**src/inc/sbsr_pkg.sv**
```systemverilog
package sbsr_pkg;
	localparam int SUMMARY_WIDTH   = 8;
	localparam int LOW_WIDTH       = 16;
	localparam int BIT_UNUSED0     = 0;
	localparam int BIT_UNUSED1     = 1;
	localparam int BIT_ERRQ        = 2;
	localparam int BIT_QUES        = 3;
	localparam int BIT_MSG         = 4;
	localparam int BIT_STDEV       = 5;
	localparam int BIT_MASTER      = 6;
	localparam int BIT_OPER        = 7;
	localparam logic [7:0] MASK_RESET  = 8'h00;
	localparam logic [7:0] STDEV_RESET = 8'h00;
	localparam logic [15:0] ENAB_RESET = 16'h0000;
	localparam logic [15:0] EVENT_RESET = 16'h0000;

	typedef enum logic [2:0] {
		REG_SUMMARY  = 3'b000,
		REG_SRQMASK  = 3'b001,
		REG_STDEVENT = 3'b010,
		REG_STDMASK  = 3'b011,
		REG_QUES  = 3'b100,
		REG_QENAB = 3'b101,
		REG_OPER  = 3'b110,
		REG_OENAB = 3'b111
	} sbsr_sel_e;
endpackage : sbsr_pkg

```
**src/verilog/sbsr_event_reg.sv**
```systemverilog
module sbsr_event_reg #(
	parameter int WIDTH = 16
) (
	// Clock and reset
	input  wire logic             ref_clk,
	input  wire logic             sys_rst,
	input  wire logic             clkEn,
	// Event sources
	input  wire logic [WIDTH-1:0] eventSet,
	// Enable write
	input  wire logic             enabWr,
	input  wire logic [WIDTH-1:0] enabData,
	// Destructive read
	input  wire logic             eventRd,
	// State
	output logic      [WIDTH-1:0] eventQ,
	output logic      [WIDTH-1:0] enabQ,
	output logic                  sumBit
);
	initial begin
		if (WIDTH < 1 || WIDTH > 16) $error("sbsr_event_reg: WIDTH out of range");
	end

	// Set beats the read clear so no event is lost
	// read clears event
	always_ff @(posedge ref_clk) begin
		if (sys_rst) begin
			eventQ <= '0;
		end else if (clkEn) begin
			eventQ <= (eventRd ? '0 : eventQ) | eventSet;
		end
	end

	always_ff @(posedge ref_clk) begin
		if (sys_rst) begin
			enabQ <= '0;
		end else if (clkEn && enabWr) begin
			enabQ <= enabData;
		end
	end

	// OR of event AND enable
	assign sumBit = |(eventQ & enabQ);
endmodule : sbsr_event_reg

```
**src/verilog/sbsr_status_byte.sv**
```systemverilog
// Summary of operation
// Bit 6 is master summary: any other enabled status bit set.
// One mask bit per status bit; mask bit 6 ignored.
// Service request raised when an enabled status bit rises 0 to 1.
// Bit 2 set when a new error enters the error queue.
// With bit 2 enabled, each new error entry raises a request.
// Bit 3 is questionable register enabled-event summary.
// Bit 4 follows output buffer message waiting.
// Bit 5 is standard event register enabled summary.
// Bit 7 is operation register enabled-event summary.
// Each status position pairs with mask position of same index.
// Status byte returned by query and serial poll alike.
// Mask written by enable command and read back unchanged.
// Controller should enable bit 2 and read errors after requests.
// Lower summaries are OR of event AND enable bits.
// Reading a lower event register clears it.
// Bits 0 and 1 read zero and never feed summary.
// Request held until no enabled bit set, then dropped next cycle; code also drops it one cycle on an error push while raised with mask bit 2 set.
module sbsr_status_byte #(
	parameter int QUES_WIDTH = 16,
	parameter int OPER_WIDTH = 16
) (
	// Clock, reset, enable
	input  wire logic                  ref_clk,
	input  wire logic                  sys_rst,
	input  wire logic                  clkEn,
	// Status sources
	input  wire logic                  errQueueNotEmpty,
	input  wire logic                  errQueuePush,
	input  wire logic                  outputMessageWaiting,
	input  wire logic [7:0]            standardEventSet,
	input  wire logic [QUES_WIDTH-1:0] quesEventSet,
	input  wire logic [OPER_WIDTH-1:0] operEventSet,
	// Register access port
	input  wire logic                  regWr,
	input  wire logic                  regRd,
	input  wire logic [2:0]            regSel,
	input  wire logic [15:0]           regWrData,
	output logic      [15:0]           regRdData,
	// Serial poll
	input  wire logic                  serialPoll,
	output logic      [7:0]            pollData,
	// Summary outputs
	output logic      [7:0]            statusSummaryByte,
	output logic                       masterSummaryFlag,
	output logic                       serviceRequest
);
	initial begin
		if (QUES_WIDTH < 1 || QUES_WIDTH > sbsr_pkg::LOW_WIDTH) $error("QUES_WIDTH bad");
		if (OPER_WIDTH < 1 || OPER_WIDTH > sbsr_pkg::LOW_WIDTH) $error("OPER_WIDTH bad");
	end

	logic [7:0]            serviceRequestMask_q;
	logic [7:0]            standardEventRegister_q;
	logic [7:0]            standardEventMask_q;
	logic [QUES_WIDTH-1:0] quesEvent;
	logic [QUES_WIDTH-1:0] quesEnab;
	logic [OPER_WIDTH-1:0] operEvent;
	logic [OPER_WIDTH-1:0] operEnab;
	logic                  quesSum;
	logic                  operSum;
	logic                  standardEventSummary;
	logic [7:0]            coreBits;
	logic [7:0]            enabledBits;
	logic [7:0]            risingEnabled;
	logic [7:0]            prevCore_q;
	logic                  errPulse_q;
	logic                  srq_q;
	logic                  wrSel;

	function automatic logic isAccess(input logic en, input logic [2:0] sel,
			input sbsr_pkg::sbsr_sel_e want);
		isAccess = en && (sel == want);
	endfunction : isAccess

	// questionable read clears
	sbsr_event_reg #(.WIDTH(QUES_WIDTH)) quesReg (
		.ref_clk  (ref_clk),
		.sys_rst  (sys_rst),
		.clkEn    (clkEn),
		.eventSet (quesEventSet),
		.enabWr   (isAccess(regWr, regSel, sbsr_pkg::REG_QENAB)),
		.enabData (regWrData[QUES_WIDTH-1:0]),
		.eventRd  (isAccess(regRd, regSel, sbsr_pkg::REG_QUES)),
		.eventQ   (quesEvent),
		.enabQ    (quesEnab),
		.sumBit   (quesSum)
	);

	// operation read clears
	sbsr_event_reg #(.WIDTH(OPER_WIDTH)) operReg (
		.ref_clk  (ref_clk),
		.sys_rst  (sys_rst),
		.clkEn    (clkEn),
		.eventSet (operEventSet),
		.enabWr   (isAccess(regWr, regSel, sbsr_pkg::REG_OENAB)),
		.enabData (regWrData[OPER_WIDTH-1:0]),
		.eventRd  (isAccess(regRd, regSel, sbsr_pkg::REG_OPER)),
		.eventQ   (operEvent),
		.enabQ    (operEnab),
		.sumBit   (operSum)
	);

	// standard event read clears, set wins
	always_ff @(posedge ref_clk) begin
		if (sys_rst) begin
			standardEventRegister_q <= sbsr_pkg::STDEV_RESET;
		end else if (clkEn) begin
			standardEventRegister_q <= (isAccess(regRd, regSel, sbsr_pkg::REG_STDEVENT)
				? 8'h00 : standardEventRegister_q) | standardEventSet;
		end
	end

	always_ff @(posedge ref_clk) begin
		if (sys_rst) begin
			standardEventMask_q <= sbsr_pkg::STDEV_RESET;
		end else if (clkEn && isAccess(regWr, regSel, sbsr_pkg::REG_STDMASK)) begin
			standardEventMask_q <= regWrData[7:0];
		end
	end

	// mask stored as written
	assign wrSel = isAccess(regWr, regSel, sbsr_pkg::REG_SRQMASK);
	always_ff @(posedge ref_clk) begin
		if (sys_rst) begin
			serviceRequestMask_q <= sbsr_pkg::MASK_RESET;
		end else if (clkEn && wrSel) begin
			serviceRequestMask_q <= regWrData[7:0];
		end
	end

	// standard event summary
	assign standardEventSummary = |(standardEventRegister_q & standardEventMask_q);

	// Status byte without bit 6
	always_comb begin
		coreBits = 8'h00;
		// bits 0 and 1 zero
		coreBits[sbsr_pkg::BIT_UNUSED0] = 1'b0;
		coreBits[sbsr_pkg::BIT_UNUSED1] = 1'b0;
		// error queue not empty or error push this cycle
		coreBits[sbsr_pkg::BIT_ERRQ] = errQueueNotEmpty | errQueuePush;
		// questionable summary
		coreBits[sbsr_pkg::BIT_QUES] = quesSum;
		// message waiting
		coreBits[sbsr_pkg::BIT_MSG] = outputMessageWaiting;
		coreBits[sbsr_pkg::BIT_STDEV] = standardEventSummary;
		// operation summary
		coreBits[sbsr_pkg::BIT_OPER] = operSum;
	end

	// mask bit 6 dropped; same-index pairing
	always_comb begin
		enabledBits = coreBits & serviceRequestMask_q;
		enabledBits[sbsr_pkg::BIT_MASTER] = 1'b0;
	end

	// master summary
	assign masterSummaryFlag = |enabledBits;

	always_ff @(posedge ref_clk) begin
		if (sys_rst) begin
			prevCore_q <= 8'h00;
			errPulse_q <= 1'b0;
		end else if (clkEn) begin
			prevCore_q <= coreBits;
			errPulse_q <= errQueuePush;
		end
	end

	// rising enabled bit; every error push counts as a rise
	always_comb begin
		risingEnabled = coreBits & ~prevCore_q & serviceRequestMask_q;
		risingEnabled[sbsr_pkg::BIT_ERRQ] = serviceRequestMask_q[sbsr_pkg::BIT_ERRQ]
			& (errQueuePush | (coreBits[sbsr_pkg::BIT_ERRQ] & ~prevCore_q[sbsr_pkg::BIT_ERRQ]));
		risingEnabled[sbsr_pkg::BIT_MASTER] = 1'b0;
	end

	// Request drops for one cycle on a push while raised, then comes back,
	// so each push is seen as a separate request edge.
	// held until nothing enabled
	always_ff @(posedge ref_clk) begin
		if (sys_rst) begin
			srq_q <= 1'b0;
		end else if (clkEn) begin
			if (srq_q && errQueuePush && serviceRequestMask_q[sbsr_pkg::BIT_ERRQ]) begin
				srq_q <= 1'b0;
			end else if (|risingEnabled || (errPulse_q && !srq_q
					&& serviceRequestMask_q[sbsr_pkg::BIT_ERRQ])) begin
				srq_q <= 1'b1;
			end else if (!masterSummaryFlag) begin
				srq_q <= 1'b0;
			end
		end
	end
	assign serviceRequest = srq_q;

	// Status byte register, bit 6 from summary
	always_ff @(posedge ref_clk) begin
		if (sys_rst) begin
			statusSummaryByte <= 8'h00;
		end else if (clkEn) begin
			statusSummaryByte <= coreBits | ({7'h00, masterSummaryFlag} << sbsr_pkg::BIT_MASTER);
		end
	end

	// serial poll returns current byte
	always_ff @(posedge ref_clk) begin
		if (sys_rst) begin
			pollData <= 8'h00;
		end else if (clkEn && serialPoll) begin
			pollData <= coreBits | ({7'h00, masterSummaryFlag} << sbsr_pkg::BIT_MASTER);
		end
	end

	// query path; mask readback
	always_ff @(posedge ref_clk) begin
		if (sys_rst) begin
			regRdData <= 16'h0000;
		end else if (clkEn && regRd) begin
			unique case (sbsr_pkg::sbsr_sel_e'(regSel))
				sbsr_pkg::REG_SUMMARY:  regRdData <= {8'h00, coreBits
					| ({7'h00, masterSummaryFlag} << sbsr_pkg::BIT_MASTER)};
				sbsr_pkg::REG_SRQMASK:  regRdData <= {8'h00, serviceRequestMask_q};
				sbsr_pkg::REG_STDEVENT: regRdData <= {8'h00, standardEventRegister_q};
				sbsr_pkg::REG_STDMASK:  regRdData <= {8'h00, standardEventMask_q};
				sbsr_pkg::REG_QUES:  regRdData <= 16'(quesEvent);
				sbsr_pkg::REG_QENAB: regRdData <= 16'(quesEnab);
				sbsr_pkg::REG_OPER:  regRdData <= 16'(operEvent);
				sbsr_pkg::REG_OENAB: regRdData <= 16'(operEnab);
			endcase
		end
	end
endmodule : sbsr_status_byte

```
**config.mk**
```make
export PLATFORM = sky130hd
export DESIGN_NAME = sbsr_status_byte
export DESIGN_NICKNAME = d
export VERILOG_FILES = /design/src/inc/sbsr_pkg.sv /design/src/verilog/sbsr_event_reg.sv /design/src/verilog/sbsr_status_byte.sv
export SDC_FILE = /design/constraint.sdc
export NUM_CORES = 1
export LEC_CHECK = 0
export ABC_AREA = 1
export BUFFER_PORTS_ARGS = -buffer_cell sky130_fd_sc_hd__buf_4
export CORE_MARGIN = 2
export CORE_UTILIZATION = 55
export CTS_CLUSTER_DIAMETER = 120
export CTS_CLUSTER_SIZE = 14
export DETAILED_ROUTE_END_ITERATION = 16
export GPL_TIMING_DRIVEN = 0
export PLACE_DENSITY = 0.85
export SLEW_MARGIN = 25
export SYNTH_ARGS = -nofsm -noshare
export SYNTH_HDL_FRONTEND = slang
export SYNTH_SLANG_ARGS = --single-unit
```
**constraint.sdc**
```tcl
create_clock -name ref_clk -period 1.8 [get_ports ref_clk]
set_clock_uncertainty 0.05 [all_clocks]
set_input_delay 0.09 -clock ref_clk [delete_from_list [all_inputs] [get_ports ref_clk]]
set_output_delay 0.09 -clock ref_clk [all_outputs]
set_load 0.01 [all_outputs]
```
# Yosys cells after proc, flatten, opt, wreduce, memory -nomap -nowiden
# Index checks and enable logic that the tools add are counted.
dict set report op_classes {
  muxes 7
  n_eq_ne 8
  reduce_logical 26
  bitwise_logic 16
}
# cell n
set ops {}
lappend ops {{$pmux 16 s8} 1}
lappend ops {{$and 16x16->16} 2}
lappend ops {{$and 8x8->8} 4}
lappend ops {{$mux 16} 2}
lappend ops {{$or 16x16->16} 2}
lappend ops {{$reduce_or 16->1} 2}
lappend ops {{$logic_and 1x1->1} 17}
lappend ops {{$reduce_or 7->1} 2}
lappend ops {{$eq 3x3->1 const B} 4}
lappend ops {{$mux 8} 1}
lappend ops {{$not 8->8} 1}
lappend ops {{$or 8x7->8} 1}
lappend ops {{$or 8x8->8} 1}
lappend ops {{$reduce_or 8->1} 1}
lappend ops {{$eq 3x2->1 const B} 2}
lappend ops {{$eq 3x1->1 const B} 1}
lappend ops {{$logic_not 3->1} 1}
lappend ops {{$mux 1} 3}
lappend ops {{$ne 3x1->1 const B} 1}
lappend ops {{$and 1x1->1} 2}
lappend ops {{$or 1x1->1} 2}
lappend ops {{$reduce_and 2->1} 1}
lappend ops {{$logic_not 1->1} 1}
lappend ops {{$logic_or 1x1->1} 1}
lappend ops {{$not 1->1} 1}
dict set report totals {
  output_inout_bits 34
  in_bits 68
  elab_cells 70
  register_bits 127
}

# Longest topological paths before layout
# Gate-level depths: netlist of run 1.
dict set report depth {
  ltp_word 8
  depth_mapped 9
  ltp_nobuf 9
}

# By module
# A second synthesis of run 1 with hierarchy kept.
dict set report hier_totals {
  hier_cells 820
  area_unflattened_um2 5659.2
}
# mod instances area_each_um2 cells_each
set by_module_without_submodules {}
lappend by_module_without_submodules {sbsr_status_byte 1 3021.6 472}
lappend by_module_without_submodules {sbsr_event_reg 2 1318.8 174}

# Least setup slack after synthesis of run 1
# Ideal clock, no wire load.
dict set report synth_timing {
  kind {register -> register}
  from {register operReg.enabQ[5]}
  to {register pollData[6]}
  arrival_time_ps 1184
  required_ps 1633
  stages_incl_launch_ff 9
  path_slack_ps 449
  path_cell_list {dfxtp_1 -> nand2_1 -> nand2_1 -> nor2_1 -> nand2_1 -> o21ai_0 -> nand3_1 -> nor2_1 -> nor2_1}
}
dict set report synth_between {
  elab_chain_cells 5
}
# element line
set synth_rtl {}
lappend synth_rtl {{from (decl)} sbsr_event_reg.sv:17} ;# output logic [WIDTH-1:0] enabQ,
lappend synth_rtl {{from (signal assigned)} sbsr_event_reg.sv:38} ;# enabQ <= enabData;
lappend synth_rtl {{$and 16x16->16} sbsr_event_reg.sv:43} ;# assign sumBit = |(eventQ & enabQ);
lappend synth_rtl {{$reduce_or 16->1} sbsr_event_reg.sv:43}
lappend synth_rtl {{$and 8x8->8} sbsr_status_byte.sv:154} ;# enabledBits = coreBits & serviceRequestMask_q;
lappend synth_rtl {{$reduce_or 7->1} sbsr_status_byte.sv:159} ;# assign masterSummaryFlag = |enabledBits;
lappend synth_rtl {{via masterSummaryFlag} sbsr_status_byte.sv:45} ;# output logic masterSummaryFlag,
lappend synth_rtl {{$or 8x7->8} sbsr_status_byte.sv:212} ;# pollData <= coreBits | ({7'h00, masterSummaryFlag} << sbsr_pkg::BIT_MASTER);
lappend synth_rtl {{to (signal assigned)} sbsr_status_byte.sv:212}
lappend synth_rtl {{to (decl)} sbsr_status_byte.sv:42} ;# output logic [7:0] pollData,
# The timed path passes the listed nets, and every way through them passes these cells.
# A chain may end at the register's enable or synchronous reset.

# Worst setup path in the final report of run 1
dict set report layout_timing {
  from {register quesReg.enabQ[7]}
  to {output port masterSummaryFlag}
}
dict set report layout_between {
  elab_chain_cells 4
}
# element line
set layout_rtl {}
lappend layout_rtl {{from (decl)} sbsr_event_reg.sv:17}
lappend layout_rtl {{from (signal assigned)} sbsr_event_reg.sv:38}
lappend layout_rtl {{$and 16x16->16} sbsr_event_reg.sv:43}
lappend layout_rtl {{$reduce_or 16->1} sbsr_event_reg.sv:43}
lappend layout_rtl {{$and 8x8->8} sbsr_status_byte.sv:154}
lappend layout_rtl {{$reduce_or 7->1} sbsr_status_byte.sv:159}
lappend layout_rtl {{to (decl)} sbsr_status_byte.sv:45}
# No other way between the ends.

==> results.cfg, run 1 <==
[floorplan]
core.rowCount = 35
die_area_um2 = 10160
die_x_um = 100.8
chipHeight_um = 100.8
start_util = 0.5631
ioPinCount = 102
core_area_um2 = 9153

[setup_path]
critPathMaxFanout = 3
slowest_delay_ns = 0.34
crit_chain = nand2_2 > nand2_1 > nor2_1 > nand2_1 > o21ai_2 > nand3_2 > buf_6
start_kind = flop
crit_path_end_kind = output pin
critPathKind = flop to output pin
cpMostUsedCell = nand2_1
arrival_ns = 1.69
crit_slowest_cell = dfxtp_2
crit_buf_inv = 1
cp_top_family = simple AND/OR/NAND/NOR gates
cp.required_ns = 1.66

[global_route]
grt_pass1_vias = 5517
grt.overflow.total = 0
grt_max_degree = 17
grt_antenna_before_repair = 0
grt_usage = 0.3713
grt_first_pass_wirelength_um = 28660

[route]
wl_per_cell_um = 18.03
via_count = 6021
ant_nets = 0
drt_pass1_iterations = 7
viasPerCell = 5.751
remaining_drc_errors = 0
drtIter0Drc = 716
drt_wl_total_um = 18880

[status]
violations = setup timing
outcome = finished with violations

[sta]
setup_viol = 1
fmax_ghz = 0.5450
fin_crit_sh = 1.019
finalHoldViolations = 0
setup_slack_ns = -0.03475
rsz0062_at_grt = yes
relSlewSlack = 0.5416
worst_pin_slew_ns = 0.6877
slew_violations = 0
fin_crit_ns = 1.835

[place]
gp_congestion = 1.016
dp_slack_ns = 0.09291
dp_hpwl_um = 12340
place_area_um2 = 6025
dp_cells = 947
port_buffers = 96

[clock_tree]
cts-buffers-inserted = 17
cts_root_buf = clkbuf_8
worstSkewPairLatency_ns = 0.53
cts_tree = done
cts_sinks = 118
clk_pin_slew_ns = 0.06
htreeDepth = 4
cts_buffer_depth = 2

[logic_synthesis]
ys_top_cells_by_count = 230 x nand2_1, 118 x dfxtp_1, 100 x a21oi_1
yosys_register_bits = 118
synth-edff-count = 0
synth-compound-area-share = 0.2017
ys_top_cells_by_area = dfxtp_1 46%, nand2_1 17%, a21oi_1 9.7%
synth_simple_gate_area_frac = 0.2605
synth_top_family_by_area = simple AND/OR/NAND/NOR gates
ys_warn_count = 0
yosys.area_share.adder = 0
synth_xor_xnor_area_share = 0
synth-seq-area-share = 0.4584
synth_flop_cell = dfxtp_1
synth.mux.area_fraction = 0
synth.most_common_cell = nand2_1
ys_types = 31
netlist_instances = 737
yosysTopAreaCell = dfxtp_1
synth.top_cell.area_share = 0.4584
netlist_area_um2 = 5154
synthArstFlopShare = 0
syn_avg_cell_area_um2 = 6.993

[final_layout]
num_antenna_cells = 0
final_cells = 1047
nets = 992
drive_gt1_frac = 0.1998
final_area_um2 = 7372
syn_to_final_growth_pct = 43.04

[power_and_ir_drop]
p_leak_nw = 3.220
max-vdd-ir-drop_mv = 0.6268
total_power_w = 0.007198
powerDensity_nw_per_um2 = 976.4

[hold_path]
hp-class = input port to flop

[run]
drv_cap = 0
==> layout by cell type (no fill, tap or decap), types with 3 or more instances in the layout <==
cell type,count
nand3_1,10
o211ai_1,6
dlygate4sd3_1,62
nor2_2,3
inv_6,3
buf_4,108
clkbuf_1,20
a21oi_1,99
conb_1,4
o21ai_1,5
nor2_1,68
clkinv_4,4
o2111ai_1,7
a22oi_1,4
o21ai_0,65
nand2_2,5
bufinv_16,4
nor3_1,3
nand4_1,9
nand3_2,3
inv_1,42
o22ai_1,3
buf_2,6
buf_6,6
inv_2,10
dfxtp_2,7
dfxtp_1,110
nand2_1,227
clkbuf_16,16
==> worst min-delay path, delay by kind of cell <==
family,cells,cell delay (ns)
compound gates,1,0.06
simple gates,2,0.34
buf+inv,1,0.08
==> report_power, final <==
| part | switching (W) | internal (W) | leakage, nW |
|---|---|---|---|
| clock | 0.00131 | 0.00230 | 0.298 |
| sequential | 0.0000982 | 0.00273 | 0.968 |
| combinational | 0.000407 | 0.000350 | 1.95 |
==> cell type report <==
| class | instances | area [µm²] |
|---|---|---|
| Buffer | 37 | 206.4 |
| Clock buffer | 18 | 427.9 |
| Clock inverter | 13 | 196.4 |
| Fill cell | 596 | 1780 |
| Inverter | 53 | 198.9 |
| Multi-Input combinational cell | 532 | 2431 |
| Sequential cell | 118 | 2375 |
| Tap cell | 111 | 138.9 |
| Timing Repair Buffer | 165 | 1398 |
==> stage by stage <==
| stage | utilization | hold WS [ns] | TNS [ns] |
|---|---|---|---|
| 2_1_floorplan | - | 0.1749 | 0 |
| 3_3_place_gp | 0.6582 | 0.2754 | 0 |
| 3_5_place_dp | 0.6582 | 0.2823 | 0 |
| 4_1_cts | 0.8007 | 0.03112 | 0 |
| 5_1_grt | 0.8055 | 0.06914 | -0.09039 |
| 6_report | 0.8055 | 0.04645 | -0.03475 |
==> kinds of logic after synthesis <==
| kind of cell | after synthesis |
|---|---|
| buf+inv | 90 |
| flops | 118 |
| other cells | 1 |
| simple gates | 333 |
| compound gates | 195 |
==> timing repair <==
action,CTS,global route
gates cloned,0,0
pin swaps,5,7
hold buffers,62,0
setup endpoints to repair,1,1
setup buffers,4,3
resized for setup,13,8
hold endpoints to repair,96,0
==> registers in the layout, indices dropped and copies added (netlist names) <==
register and cells:
errPulse_q 1, operReg.enabQ 16, operReg.eventQ 16, pollData 6, prevCore_q 4, quesReg.enabQ 16
quesReg.eventQ 16, regRdData 16, serviceRequest 1, serviceRequestMask_q 8, standardEventMask_q 8, standardEventRegister_q 8
statusSummaryByte 2
==> per-layer routing <==
layer,share of wire,vias up,GRT usage,wire (µm)
met5,0,-,0,0
met1,0.41,2728,0.5110,7713
li1,-,2786,-,-
met2,0.45,449,0.5836,8553
met4,0.029,0,0.1349,546
met3,0.11,58,0.06935,2064
==> final timing paths <==
kind | to | cells past startpoint | startpoint | slack [ns]
max | masterSummaryFlag | 7 | quesReg.enabQ[7] | -0.03
min | regRdData[3] | 4 | regRd | 0.05
max reg2reg | serviceRequest | 11 | quesReg.eventQ[3] | 0.11
min reg2reg | serviceRequestMask_q[0] | 2 | serviceRequestMask_q[0] | 0.42
(Power assumes the default switching activity.)
==> run 2: changes to the inputs <==
--- a/config.mk
+++ b/config.mk
@@ -5,7 +5,6 @@
 export SDC_FILE = /design/constraint.sdc
 export NUM_CORES = 1
 export LEC_CHECK = 0
-export ABC_AREA = 1
 export BUFFER_PORTS_ARGS = -buffer_cell sky130_fd_sc_hd__buf_4
 export CORE_MARGIN = 2
 export CORE_UTILIZATION = 55
@@ -14,7 +13,7 @@
 export DETAILED_ROUTE_END_ITERATION = 16
 export GPL_TIMING_DRIVEN = 0
 export PLACE_DENSITY = 0.85
-export SLEW_MARGIN = 25
+export SLEW_MARGIN = 20
 export SYNTH_ARGS = -nofsm -noshare
 export SYNTH_HDL_FRONTEND = slang
 export SYNTH_SLANG_ARGS = --single-unit
==> run 2 against run 1 <==
Net effect: the run still ends with setup timing left; worst setup slack got worse by 0.19 ns; non-clock buffer count is 12 higher; die area up 1.4%; combinational power grew 4.2%; wire length decreased by 3.0%; synthesized cell count decreased by 23%; critical path type unchanged.
==> results.cfg, run 2 <==
[setup_path]
start_kind = flop
crit_buf_inv = 1
cp.depth = 5
reg2reg_depth = 8
cp_top_family = compound AO/OA/AOI/OAI gates
arrival_ns = 1.88
slowest_delay_ns = 0.33
cp.required_ns = 1.66
crit_path_end_kind = output pin
critPathMaxFanout = 2
crit_slowest_cell = dfxtp_2
crit_chain = a22o_1 > a221oi_2 > and4_4 > o221ai_4 > buf_6
critPathKind = flop to output pin

[route]
drtIter0Drc = 589
wl_per_cell_um = 20.46
drt_pass1_iterations = 6
drt_wl_total_um = 18320
remaining_drc_errors = 0
ant_nets = 0
viasPerCell = 6.120
via_count = 5477

[hold_path]
hp-class = input port to flop
hold_depth = 5

[logic_synthesis]
synth.most_common_cell = dfxtp_1
netlist_instances = 569
ys_types = 45
synth.top_cell.area_share = 0.4518
yosys_register_bits = 118
netlist_area_um2 = 5229
synth_flop_cell = dfxtp_1
ys_warn_count = 0
synth-seq-area-share = 0.4518
synth-edff-count = 0
ys_top_cells_by_area = dfxtp_1 45%, a22oi_1 7.6%, nor2_1 6.2%
syn_avg_cell_area_um2 = 9.189
yosysTopAreaCell = dfxtp_1
synthArstFlopShare = 0
ys_top_cells_by_count = 118 x dfxtp_1, 87 x nor2_1, 70 x nand2_1

[power_and_ir_drop]
p_int_w = 0.004861
switchingPower_w = 0.001655
powerDensity_nw_per_um2 = 884.6
total_power_w = 0.006517
max-vdd-ir-drop_mv = 0.6401
clkPwrFrac = 0.445
p_leak_nw = 2.889
sw_frac_of_total = 0.2540
seq_power_share = 0.434
combPwrFrac = 0.121

[final_layout]
drive_gt1_frac = 0.2611
num-fill-cells = 592
syn_to_final_growth_pct = 40.90
mostFrequentLayoutCells = 110 x dfxtp_1, 108 x buf_4, 87 x nor2_1
nets = 822
postLayoutCoreUtil = 0.7973
multiInputGateArea_um2 = 2624
num_antenna_cells = 0
final-seq-area_um2 = 2372
final_common_cell = dfxtp_1

[place]
dp_hpwl_um = 12240
port_buffers = 93
gp_congestion = 1.009

[floorplan]
core.rowCount = 35
start_util = 0.5659
core_area_um2 = 9240
ioPinCount = 102
die_x_um = 101.5
die_area_um2 = 10300
chipHeight_um = 101.5

[sta]
fin_crit_sh = 1.123
fin_crit_ns = 2.021
setup_slack_ns = -0.2210
fmax_ghz = 0.4948
setup_viol = 6
rsz0062_at_grt = yes
fin_setup_tns_ns = -0.5683
worst_pin_slew_ns = 0.7117
hold_ws_ns = 0.06105
slew_violations = 0
relSlewSlack = 0.5255
finalHoldViolations = 0

[status]
outcome = finished with violations
violations = setup timing

[clock_tree]
cts_sinks = 118
cts-buffers-inserted = 17
clk_pin_slew_ns = 0.06
cts_buffer_depth = 2
cts_root_buf = clkbuf_8
htreeDepth = 4
worstSkewPairLatency_ns = 0.52
cts_tree = done

[global_route]
grt_first_pass_wirelength_um = 28040
grt_antenna_before_repair = 0
grt_pass1_vias = 5391
grt.overflow.total = 0
grt_max_degree = 17
grt_usage = 0.3596

[run]
drv_cap = 0
-- run 2: cell count changes after synthesis, sizes merged, moves of 30 or more --
| cell | previous run | this run |
|---|---|---|
| a21oi | 100 | 41 |
| nand2 | 232 | 70 |
| mux2i | 0 | 30 |
| inv | 52 | 9 |
| a22oi | 4 | 53 |
| o21ai | 72 | 2 |
-- run 2: area by class of cell --
type                            instances  area share
Tap cell                              129     0.02191
Inverter                                9    0.004586
Clock inverter                          9    0.007473
Buffer                                 51     0.03804
Multi-Input combinational cell        394      0.3561
Timing Repair Buffer                  163      0.1883
Clock buffer                           22     0.06148
Sequential cell                       118      0.3220
-- run 2: through the flow --
step | cells | cell area, µm² | setup WS [ns]
2_1_floorplan | 572 | 5240 | 0.2530
3_3_place_gp | 794 | 6100 | 0.03170
3_5_place_dp | 794 | 6100 | 0.02518
4_1_cts | 893 | 7325 | -0.1780
5_1_grt | 895 | 7367 | -0.2349
6_report | 895 | 7367 | -0.2210
-- run 2: cell families (layout without fill, tap and decap cells) --
family | count (synthesis) | in the layout | synth area share
other | 1 | 4 | 0.0007172
DFF | 118 | 118 | 0.4518
and+or+nand+nor | 195 | 195 | 0.1651
buffers and inverters | 60 | 254 | 0.06006
AOI/OAI and AO/OA | 153 | 153 | 0.2168
muxes | 42 | 42 | 0.1055
-- run 2: metal layers --
metal | vias up | wire (µm) | GRT usage
met5 | - | 0 | 0
met4 | 0 | 746 | 0.1570
met3 | 94 | 2183 | 0.09524
met2 | 410 | 8621 | 0.5901
met1 | 2549 | 6764 | 0.4456
li1 | 2424 | - | -
-- run 2: power by group through the flow --
stage               Clock, W  Sequential, W  Combinational (W)
floorplan                  0        0.00283           0.000363
global placement           0        0.00286           0.000616
detailed placement         0        0.00287           0.000632
CTS                  0.00289        0.00282           0.000756
global route         0.00301        0.00283           0.000843
finish               0.00290        0.00283           0.000789
-- run 2: worst paths after layout --
path | start | endpoint | slack [ns]
setup / recovery | operReg.enabQ[12] | masterSummaryFlag | -0.22
hold / removal | regWr | operReg.enabQ[15] | 0.06
setup reg to reg | operReg.enabQ[12] | pollData[6] | -0.11
hold reg to reg | quesReg.enabQ[7] | quesReg.enabQ[7] | 0.43
-- run 2: timing repair --
action / in CTS / in global routing
pin swaps: 7 / 4
gates resized for setup: 14 / 7
buffers inserted: 7 / 2
hold endpoints to repair: 95 / 0
endpoints found under the setup margin: 1 / 6
hold buffers: 61 / 0
-- run 2: worst register-to-register path, stage by stage, from the launching register on --
cell and delay, ns:
dfxtp_2 0.33, a22o_1 0.26, a221oi_2 0.21, and4_4 0.31
o221ai_4 0.12, buf_4 0.15, buf_6 0.12, mux2i_2 0.15
nor2_1 0.07
==> run 3: changes to the inputs <==
--- a/config.mk
+++ b/config.mk
@@ -6,13 +6,16 @@
 export NUM_CORES = 1
 export LEC_CHECK = 0
 export BUFFER_PORTS_ARGS = -buffer_cell sky130_fd_sc_hd__buf_4
+export CELL_PAD_IN_SITES_DETAIL_PLACEMENT = 1
+export CELL_PAD_IN_SITES_GLOBAL_PLACEMENT = 2
 export CORE_MARGIN = 2
-export CORE_UTILIZATION = 55
+export CORE_UTILIZATION = 33
 export CTS_CLUSTER_DIAMETER = 120
 export CTS_CLUSTER_SIZE = 14
 export DETAILED_ROUTE_END_ITERATION = 16
 export GPL_TIMING_DRIVEN = 0
-export PLACE_DENSITY = 0.85
+export MAX_ROUTING_LAYER = met4
+export PLACE_DENSITY = 0.84
 export SLEW_MARGIN = 20
 export SYNTH_ARGS = -nofsm -noshare
 export SYNTH_HDL_FRONTEND = slang
==> run 3 against run 2 <==
Net effect: the flow still finishes with violations (setup timing); core utilization is 32 points lower; worst hold slack lost 0.0054 ns; register-to-register slack improved by 0.08 ns; combinational power barely moved; via count shrank 4.8%; design area is 2.3% higher; power grew 9.7%; worst setup slack improved by 0.086 ns; non-clock buffer count down 4.
==> results.cfg, run 3 (same netlist as run 2, synthesis figures left out) <==
[setup_path]
crit_buf_inv = 1
setup.worst_path.start = quesReg.eventQ[6]
cp.depth = 5
slowest_delay_ns = 0.36
crit_chain = a22o_1 > a221oi_2 > and4_4 > o221ai_4 > buf_6
arrival_ns = 1.79
crit_slowest_cell = dfxtp_2
reg2reg_depth = 7
crit_path_end_kind = output pin
cp.required_ns = 1.66
critPathMaxFanout = 3
cp_top_family = compound AO/OA/AOI/OAI gates
r2r-start = operReg.eventQ[12]
critPathKind = flop to output pin
start_kind = flop

[sta]
rsz0062_at_grt = yes
setup_viol = 2
relSlewSlack = 0.5414
setup_slack_ns = -0.1350
fin_setup_tns_ns = -0.1657
fin_crit_ns = 1.935
fin_crit_sh = 1.075
finalHoldViolations = 0
fmax_ghz = 0.5168
hold_ws_ns = 0.05567
worst_pin_slew_ns = 0.6878
slew_violations = 0

[run]
drv_cap = 0

[place]
dp_hpwl_um = 14710
gp_congestion = 0.9107
port_buffers = 93
dp_cells = 881

[final_layout]
final_cells = 979
nets = 818
drive_gt1_frac = 0.2621
syn_to_final_growth_pct = 44.10
mostFrequentLayoutCells = 107 x buf_4, 107 x dfxtp_1, 87 x nor2_1
num_antenna_cells = 0
num-fill-cells = 1813

[status]
violations = setup timing
outcome = finished with violations

[clock_tree]
cts_sinks = 118
htreeDepth = 4
worstSkewPairLatency_ns = 0.42
cts-buffers-inserted = 17
clk_pin_slew_ns = 0.05
cts_root_buf = clkbuf_16
cts_buffer_depth = 2
cts_tree = done

[route]
drt_pass1_iterations = 5
drt_wl_total_um = 20280
ant_nets = 0
wl_per_cell_um = 20.72
drtIter0Drc = 375
viasPerCell = 5.326
remaining_drc_errors = 0
via_count = 5214

[floorplan]
ioPinCount = 102
core_area_um2 = 15660
die_x_um = 129.9
core.rowCount = 46
chipHeight_um = 129.9
start_util = 0.3340
die_area_um2 = 16870

[power_and_ir_drop]
max-vdd-ir-drop_mv = 0.6737
p_leak_nw = 2.908
powerDensity_nw_per_um2 = 948.7

[hold_path]
hold_path_startpoint = errQueueNotEmpty
hp-class = input port to flop
hold_depth = 3

[global_route]
grt_usage = 0.2558
grt_first_pass_wirelength_um = 31060
grt_antenna_before_repair = 0
grt_pass1_vias = 5462
grt.overflow.total = 0
grt_max_degree = 17
run 3: changes by cell type in the layout (fill, tap and decap cells not counted), sizes merged:
cell / change
dlygate4sd3: -1
clkinvlp: +3
inv: +1
bufinv: +3
clkbuf: -1
clkinv: -5
buf: -3
run 3: routing by layer:
metal  part of all wire  global-route usage  up-vias
li1                   -                   -     2423
met1               0.44              0.3185     2562
met2               0.47              0.4121      186
met3              0.058             0.04838       43
met4              0.023             0.09994        0
met5                  0                   -        -
run 3: final timing paths:
| kind | end | slack, ns |
|---|---|---|
| max | masterSummaryFlag | -0.13 |
| min | pollData[2] | 0.06 |
| max reg2reg | serviceRequest | -0.03 |
| min reg2reg | quesReg.enabQ[13] | 0.43 |
run 3: cell type report:
class / count / area (µm²) / share of cell area
buffer: 51 / 280.3 / 0.03720
clock buffer: 21 / 470.5 / 0.06244
clock inverter: 11 / 147.6 / 0.01959
inverter: 9 / 33.78 / 0.004484
multi-input combinational: 394 / 2606 / 0.3459
sequential: 118 / 2379 / 0.3157
tap: 216 / 270.3 / 0.03587
timing repair buffer: 159 / 1348 / 0.1788
run 3: power breakdown:
group          switching (W)  internal, W  leakage (nW)  total (W)
Clock                0.00124      0.00228         0.292    0.00352
Sequential          0.000118      0.00272         0.968    0.00284
Combinational       0.000390     0.000400          1.65   0.000790
run 3: metrics by stage:
stage          instance area [µm²]  worst slack, ns  utilization  total power [W]
4_1_cts                       7525          -0.1152       0.4807         0.007186
6_report                      7535          -0.1350       0.4813         0.007149
3_5_place_dp                  6208         -0.01346       0.3966         0.003539
5_1_grt                       7535          -0.1859       0.4813         0.007395
2_1_floorplan                 5240           0.2530            -         0.003198
3_3_place_gp                  6208         -0.01159       0.3966         0.003514
run 3: what timing repair did:
action | in CTS | in global routing
hold buffers | 60 | 0
resized for setup | 15 | 4
buffers inserted | 6 | 0
hold endpoints to repair | 93 | 0
setup endpoints to repair | 5 | 8
pin swaps | 6 | 5
run 3: tightest hold or removal path, cell delays in order:
cell	delay, ns
buf_4	0.09
nor2_1	0.10
a211oi_1	0.20
